`config.mk`:
```
export PLATFORM = sky130hd
export DESIGN_NAME = fpg_guard
export DESIGN_NICKNAME = d
export VERILOG_FILES = /design/src/hw/fpg_pkg.sv /design/src/hw/fpg_guard.sv /design/src/hw/fpg_sfr_reg.sv
export SDC_FILE = /design/constraint.sdc
export NUM_CORES = 1
export LEC_CHECK = 0
export ABC_CLOCK_PERIOD_IN_PS = 2000
export BUFFER_PORTS_ARGS = -buffer_cell sky130_fd_sc_hd__buf_4
export CORE_UTILIZATION = 25
export CTS_CLUSTER_DIAMETER = 150
export CTS_CLUSTER_SIZE = 16
export DETAILED_ROUTE_END_ITERATION = 16
export SLEW_MARGIN = 5
export SYNTH_ARGS = -nofsm -noshare
export SYNTH_HDL_FRONTEND = slang
export SYNTH_SLANG_ARGS = --single-unit
```
`constraint.sdc`:
```
create_clock -name clk -period 2 [get_ports clk]
set_input_delay 0.6 -clock clk [delete_from_list [all_inputs] [get_ports clk]]
set_output_delay 0.6 -clock clk [all_outputs]
set_load 0.05 [all_outputs]
```
`src/hw/fpg_pkg.sv`:
```
// Package with register offsets, reset values and codes of the flash program guard
package fpg_pkg;
  localparam logic [7:0] FPG_SECTOR_BASE_HIGH_OFS = 8'hf6;
  localparam logic [7:0] FPG_SECTOR_BASE_LOW_OFS = 8'hf7;
  localparam logic [7:0] FPG_SELF_PROGRAM_KEY_OFS = 8'hf8;
  localparam logic [7:0] FPG_FLASH_OP_CONTROL_OFS = 8'hf9;
  localparam logic [7:0] FPG_REG_RESET = 8'h00;
  localparam logic [7:0] FPG_UNLOCK_KEY = 8'ha5;
  localparam int FPG_ADDR_W = 16;
  localparam int FPG_SECTOR_BYTES = 128;
  localparam int FPG_SECTOR_COUNT = 384;
  localparam int FPG_LOW_BIT_POS = 7;
  localparam logic [3:0] FPG_MODE_PROGRAM = 4'h5;
  localparam logic [3:0] FPG_MODE_ERASE = 4'ha;
  localparam logic [3:0] FPG_MODE_HARD_LOCK = 4'h6;
  localparam int FPG_MODE_MSB = 7;
  localparam int FPG_MODE_LSB = 4;
  typedef enum logic [1:0] {FPG_OP_NONE, FPG_OP_PROGRAM, FPG_OP_ERASE, FPG_OP_HARD_LOCK} fpg_op_t;
endpackage : fpg_pkg

```
`src/hw/fpg_guard.sv`:
```
// Top of the flash program guard: key register, sector address registers, mode decode
//
// Summary of operation
// - Reset clears the key register, so program mode starts disabled.
// - Program mode is enabled only while the key holds 10100101b.
// - Writing any other key value disables program mode.
// - With program mode disabled, every erase and program request is blocked.
// - Sector high register gives sector base address bits 15 to 8.
// - Low register bit 7 gives address bit 7; bits 6 to 0 ignored.
// - Flash holds 384 sectors of 128 bytes each.
// - Three 8-bit read/write registers at F6h, F7h, F8h, reset to zero.
// - Control mode bits 7 to 4: 0101 program, 1010 erase, 0110 hard lock.
`timescale 1ns/1ps
module fpg_guard
  import fpg_pkg::*;
#(
  parameter int SECTOR_COUNT = FPG_SECTOR_COUNT
) (
  input wire logic clk,
  input wire logic sys_rst,
  input wire logic [7:0] sfr_addr,
  input wire logic sfr_wr,
  input wire logic [7:0] sfr_wdata,
  input wire logic sfr_rd,
  output logic [7:0] sfr_rdata,
  output logic sfr_hit,
  input wire logic [7:0] flash_op_control,
  input wire logic flash_op_start,
  output logic user_program_mode,
  output logic [FPG_ADDR_W-1:0] sector_base_addr,
  output logic sector_in_range,
  output fpg_op_t op_select,
  output logic op_allow,
  output logic op_blocked
);
  // ****************************************
  // Registers
  // ****************************************
  logic [7:0] sector_base_high;
  logic [7:0] sector_base_low;
  logic [7:0] self_program_key;
  logic [7:0] rdata_q;
  logic [7:0] rdata_d;

  fpg_sfr_reg #(.OFFSET(FPG_SECTOR_BASE_HIGH_OFS)) u_high (
    .clk(clk),
    .sys_rst(sys_rst),
    .sfr_addr(sfr_addr),
    .sfr_wr(sfr_wr),
    .sfr_wdata(sfr_wdata),
    .value(sector_base_high)
  );

  fpg_sfr_reg #(.OFFSET(FPG_SECTOR_BASE_LOW_OFS)) u_low (
    .clk(clk),
    .sys_rst(sys_rst),
    .sfr_addr(sfr_addr),
    .sfr_wr(sfr_wr),
    .sfr_wdata(sfr_wdata),
    .value(sector_base_low)
  );

  // Key register clears on reset and takes every written value
  fpg_sfr_reg #(.OFFSET(FPG_SELF_PROGRAM_KEY_OFS)) u_key (
    .clk(clk),
    .sys_rst(sys_rst),
    .sfr_addr(sfr_addr),
    .sfr_wr(sfr_wr),
    .sfr_wdata(sfr_wdata),
    .value(self_program_key)
  );

  // ****************************************
  // Read path
  // ****************************************
  wire logic hit_high = (sfr_addr == FPG_SECTOR_BASE_HIGH_OFS);
  wire logic hit_low = (sfr_addr == FPG_SECTOR_BASE_LOW_OFS);
  wire logic hit_key = (sfr_addr == FPG_SELF_PROGRAM_KEY_OFS);

  assign sfr_hit = hit_high || hit_low || hit_key;
  assign rdata_d = !sfr_rd ? rdata_q :
                   hit_high ? sector_base_high :
                   hit_low ? sector_base_low :
                   hit_key ? self_program_key : 8'h00;
  assign sfr_rdata = rdata_q;

  always_ff @(posedge clk) begin
    if (sys_rst) begin
      rdata_q <= FPG_REG_RESET;
    end else begin
      rdata_q <= rdata_d;
    end
  end

  // ****************************************
  // Mode and sector address
  // ****************************************
  assign user_program_mode = (self_program_key == FPG_UNLOCK_KEY);

  // Low seven bits forced to zero regardless of what software wrote
  assign sector_base_addr = {sector_base_high, sector_base_low[FPG_LOW_BIT_POS],
                             7'h00};

  // Sector index is address bits 15..7
  wire logic [8:0] sector_index = {sector_base_high, sector_base_low[FPG_LOW_BIT_POS]};
  assign sector_in_range = (32'(sector_index) < SECTOR_COUNT);

  // ****************************************
  // Operation decode and guard
  // ****************************************
  wire logic [3:0] mode_field = flash_op_control[FPG_MODE_MSB:FPG_MODE_LSB];

  always_comb begin
    case (mode_field)
      FPG_MODE_PROGRAM: op_select = FPG_OP_PROGRAM;
      FPG_MODE_ERASE: op_select = FPG_OP_ERASE;
      FPG_MODE_HARD_LOCK: op_select = FPG_OP_HARD_LOCK;
      default: op_select = FPG_OP_NONE;
    endcase
  end

  wire logic op_req = flash_op_start && (op_select != FPG_OP_NONE);
  assign op_allow = op_req && user_program_mode && sector_in_range;
  assign op_blocked = op_req && !op_allow;
endmodule : fpg_guard

```
`src/hw/fpg_sfr_reg.sv`:
```
// One 8-bit read/write special function register with reset to zero
`timescale 1ns/1ps
module fpg_sfr_reg
  import fpg_pkg::*;
#(
  parameter logic [7:0] OFFSET = 8'h00
) (
  input wire logic clk,
  input wire logic sys_rst,
  input wire logic [7:0] sfr_addr,
  input wire logic sfr_wr,
  input wire logic [7:0] sfr_wdata,
  output logic [7:0] value
);
  logic [7:0] value_q;
  logic [7:0] value_d;
  wire logic hit = sfr_wr && (sfr_addr == OFFSET);

  assign value_d = hit ? sfr_wdata : value_q;
  assign value = value_q;

  always_ff @(posedge clk) begin
    if (sys_rst) begin
      value_q <= FPG_REG_RESET;
    end else begin
      value_q <= value_d;
    end
  end
endmodule : fpg_sfr_reg

```
==> impl_metrics.csv <==
group,metric,value,unit
power,pwr-share-seq,0.479,
clocking,cts_made_buffers,5,
yosys,postSynthAreaPerCell,9.74,um^2
floorplan,dieArea,0.00707,mm^2
floorplan,chipWidth,84.1,um
placed_design,port_buffers,48,
worst_hold_path,hold_class,"register to register",
placed_design,place.detailed.hpwl,3110,um
yosys,netlist_top_cells_area,"dfxtp_1 (38%), mux2i_1 (14%), nand2b_1 (12%)",
yosys,ys_ff_latch,32,
sta,clock_skew,0.00624,ns
setup_path,r2r_start,"u_key.value[5]",
setup_path,crit_type,"register to output port",
setup_path,rr_worst_depth,4,
grt,grt_pass1_wl,6750,um
yosys,synth-adder-area-share,0,
setup_path,cp_num_buf_inv,1,
yosys,ys_types,32,
grt,grt.busiest_layer,"met2",
setup_path,crit_chain,"or4bb_4 > nor2_4 > and4b_4 > buf_8",
job,cap_viol_max_count,0,
setup_path,cp_top_family,"simple AND/OR/NAND/NOR gates",
clocking,cts.sinks,32,
yosys,seq_area_frac_synth,0.380,
setup_path,cp_slowest_cell,"or4bb_4",
setup_path,startpoint_type,"register",
floorplan,fp-row-count,29,
layout,fin_cells,312,
yosys,synthTopCellsByCount,"dfxtp_1 (32), nand2b_1 (32), mux2i_1 (24), buf_4 (10)",
grt,grt_pass1_vias,1391,
yosys,synth.area.mux_share,0.143,
clocking,cts_setup_buffers,0,
yosys,synth.top_cell.area_share,0.380,
power,ir_worst_vdd,0.000245,V
yosys,synthFlopType,"dfxtp_1",
grt,gr-usage-met3,0.0307,
sta,layout_setup_ws,-0.254,ns
layout,diodes,0,
grt,overflow,0,
clocking,clockBufferDepth,2,
worst_hold_path,hold_start,"sfr_rdata[5]",
floorplan,die_y,84.1,um
placed_design,place_inst,304,
yosys,synth_compound_area_frac,0.0898,
drt,routed_wirelength,4100,um
setup_path,ff2ff_setup_slack,0.94,ns
grt,grtUsageMet2,0.206,
drt,drcViolationCount,6,
layout,nets,263,
yosys,yosysWarningCount,0,
yosys,ys_async_sr_fraction,0,
placed_design,place_congestion,0.691,
yosys,synth_top_family_by_area,"simple AND/OR/NAND/NOR gates",
sta,fmax,444,MHz
drt,via_per_inst,4.46,
setup_path,cpPeakStageDelay,0.53,ns
setup_path,worstSetupStartpoint,"u_key.value[5]",
setup_path,worstPathArrival,1.65,ns
drt,post_drt_wl_per_cell,13.1,um
yosys,yosys.area.top_type,"dfxtp_1",
sta,hold_viol,0,
clocking,cts_tree,"done",
clocking,path_clk_slew,0.07,ns
drt,vias,1390,
placed_design,placed_cell_area,0.00223,mm^2
power,cell_internal_pwr,0.000991,W
layout,final_area,0.00235,mm^2
sta,slew_viol_final,0,
yosys,synth-simple-area-share,0.302,
grt,grt.total_usage,0.123,
power,p_leak,1.05,nW
sta,period_needed,2.25,ns
drt,drt_iter0_markers,61,
clocking,clockRootBuffer,"clkbuf_8",
sta,rsz0062_at_grt,"yes",
worst_hold_path,whs_path_depth,2,
grt,antenna_found_initial,0,
setup_path,end_kind,"output port",
drt,drt-pass1-iter-count,10,
power,power.net_switching,0.000343,W
setup_path,required,1.40,ns
clocking,insertion_delay,0.28,ns
grt,grt_max_degree,23,
yosys,synth_edf_count,0,
layout,syn_to_final_growth,39.6,%
yosys,syn-instance-count,173,
yosys,synth_xor_area_frac,0.0104,
grt,use_met1,0.153,
setup_path,path_max_fanout,2,
sta,setup_violations,3,
setup_path,r2r-end,"sfr_rdata[5]",
power,netSwitchingFraction,0.257,
run_status,failed_checks,"design-rule violations, negative setup slack",
layout,fillerInstances,665,
floorplan,core_area,0.00642,mm^2
sta,min_period_over_period,1.13,
floorplan,start_util,0.262,
run_status,status,"finished, violations left",
yosys,netlist_area,0.00169,mm^2
clocking,cts_max_level,2,
layout,final_util,0.366,
power,power_density,567,mW/mm^2
clocking,cts_hold_buf,0,
floorplan,pin_count,60,
power,p_comb_frac,0.138,
power,p_clk_frac,0.383,
drt,final_antenna_net_count,0,
layout,drive_gt1_frac,0.387,
worst_hold_path,hold_end,"sfr_rdata[5]",
repair_timing:
action	4_1_cts	5_1_grt
resized for setup	8	1
pin swaps	4	0
setup endpoints to repair	3	4
sequential cells by signal, summed over array words and instances (netlist names):
name	count
sfr_rdata	8
u_high.value	8
u_key.value	8
u_low.value	8
per-stage QoR:
stage	total power [W]	hold WS [ns]	setup TNS, ns	setup WS [ns]
global route	0.00140	0.490	-0.790	-0.308
finish	0.00133	0.454	-0.621	-0.254
floorplan	0.000769	0.453	-0.455	-0.241
global placement	0.000835	0.442	-0.410	-0.247
CTS	0.00135	0.460	-0.687	-0.275
detailed placement	0.000837	0.448	-0.439	-0.264
power by group through the flow:
stage               Combinational (W)  Clock [W]  Sequential, W
floorplan                    0.000115          0       0.000654
global placement             0.000182          0       0.000653
detailed placement           0.000184          0       0.000653
CTS                          0.000185   0.000526       0.000638
global route                 0.000198   0.000562       0.000638
finish                       0.000184   0.000511       0.000638
cell usage in the layout, fill, tap and decap left out:
master     count
and3b_2        1
buf_4         61
nor3_2         1
nand2_1        8
nor2_4         1
nand2b_1      32
nor3b_2        1
dfxtp_2        3
and4_1         1
and3_4         1
a211oi_4       1
nand3b_1       1
inv_1          3
nand2_2        1
nor2b_1        8
buf_8          2
a21oi_2        1
nor2_1         9
nand4_4        2
o31ai_1        8
clkbuf_8       6
xnor2_1        2
o31a_1         1
buf_6          2
conb_1         7
and4bb_1       1
nor3b_4        1
mux2i_1       24
a221oi_1       8
dfxtp_1       29
nand4bb_1      2
or4bb_4        2
nor2b_4        1
clkinv_2       2
and4b_4        1
logic make-up after synthesis:
group | count (synthesis)
xor gates and xnor gates | 2
and+or+nand+nor | 75
muxes | 24
other | 1
buffers and inverters | 20
DFF | 32
AOI/OAI and AO/OA | 19
layer usage:
metal	wire [um]	share of wire
met1	1900	0.46
met5	0	0
met4	25	0.0061
met2	2000	0.49
met3	168	0.041
tightest hold or removal path, delay by kind of cell, from the launching register on:
family,cells,cell delay (ns)
AOI/OAI and AO/OA,1,0.05
DFF,1,0.31
and+or+nand+nor,1,0.05
worst max path at each step:
stage / endpoint / slack [ns] / cells after the start
detailed placement: op_allow / -0.26 / 5
CTS: op_allow / -0.28 / 4
floorplan: op_blocked / -0.24 / 2
finish: op_allow / -0.25 / 4
global placement: op_allow / -0.25 / 5
global route: op_allow / -0.31 / 4
layout make-up:
cell class              instances  area (um^2)  share of cell area
clock inverters                 2         10.0             0.00426
repair buffers                 65          510               0.217
inverters                       3         11.3             0.00479
well taps                      77         96.3              0.0410
flip-flops and latches         32          644               0.274
clock buffers                   6         82.6              0.0351
multi-input cells             127          997               0.424
No activity file was read; power rests on OpenSTA's default activity.
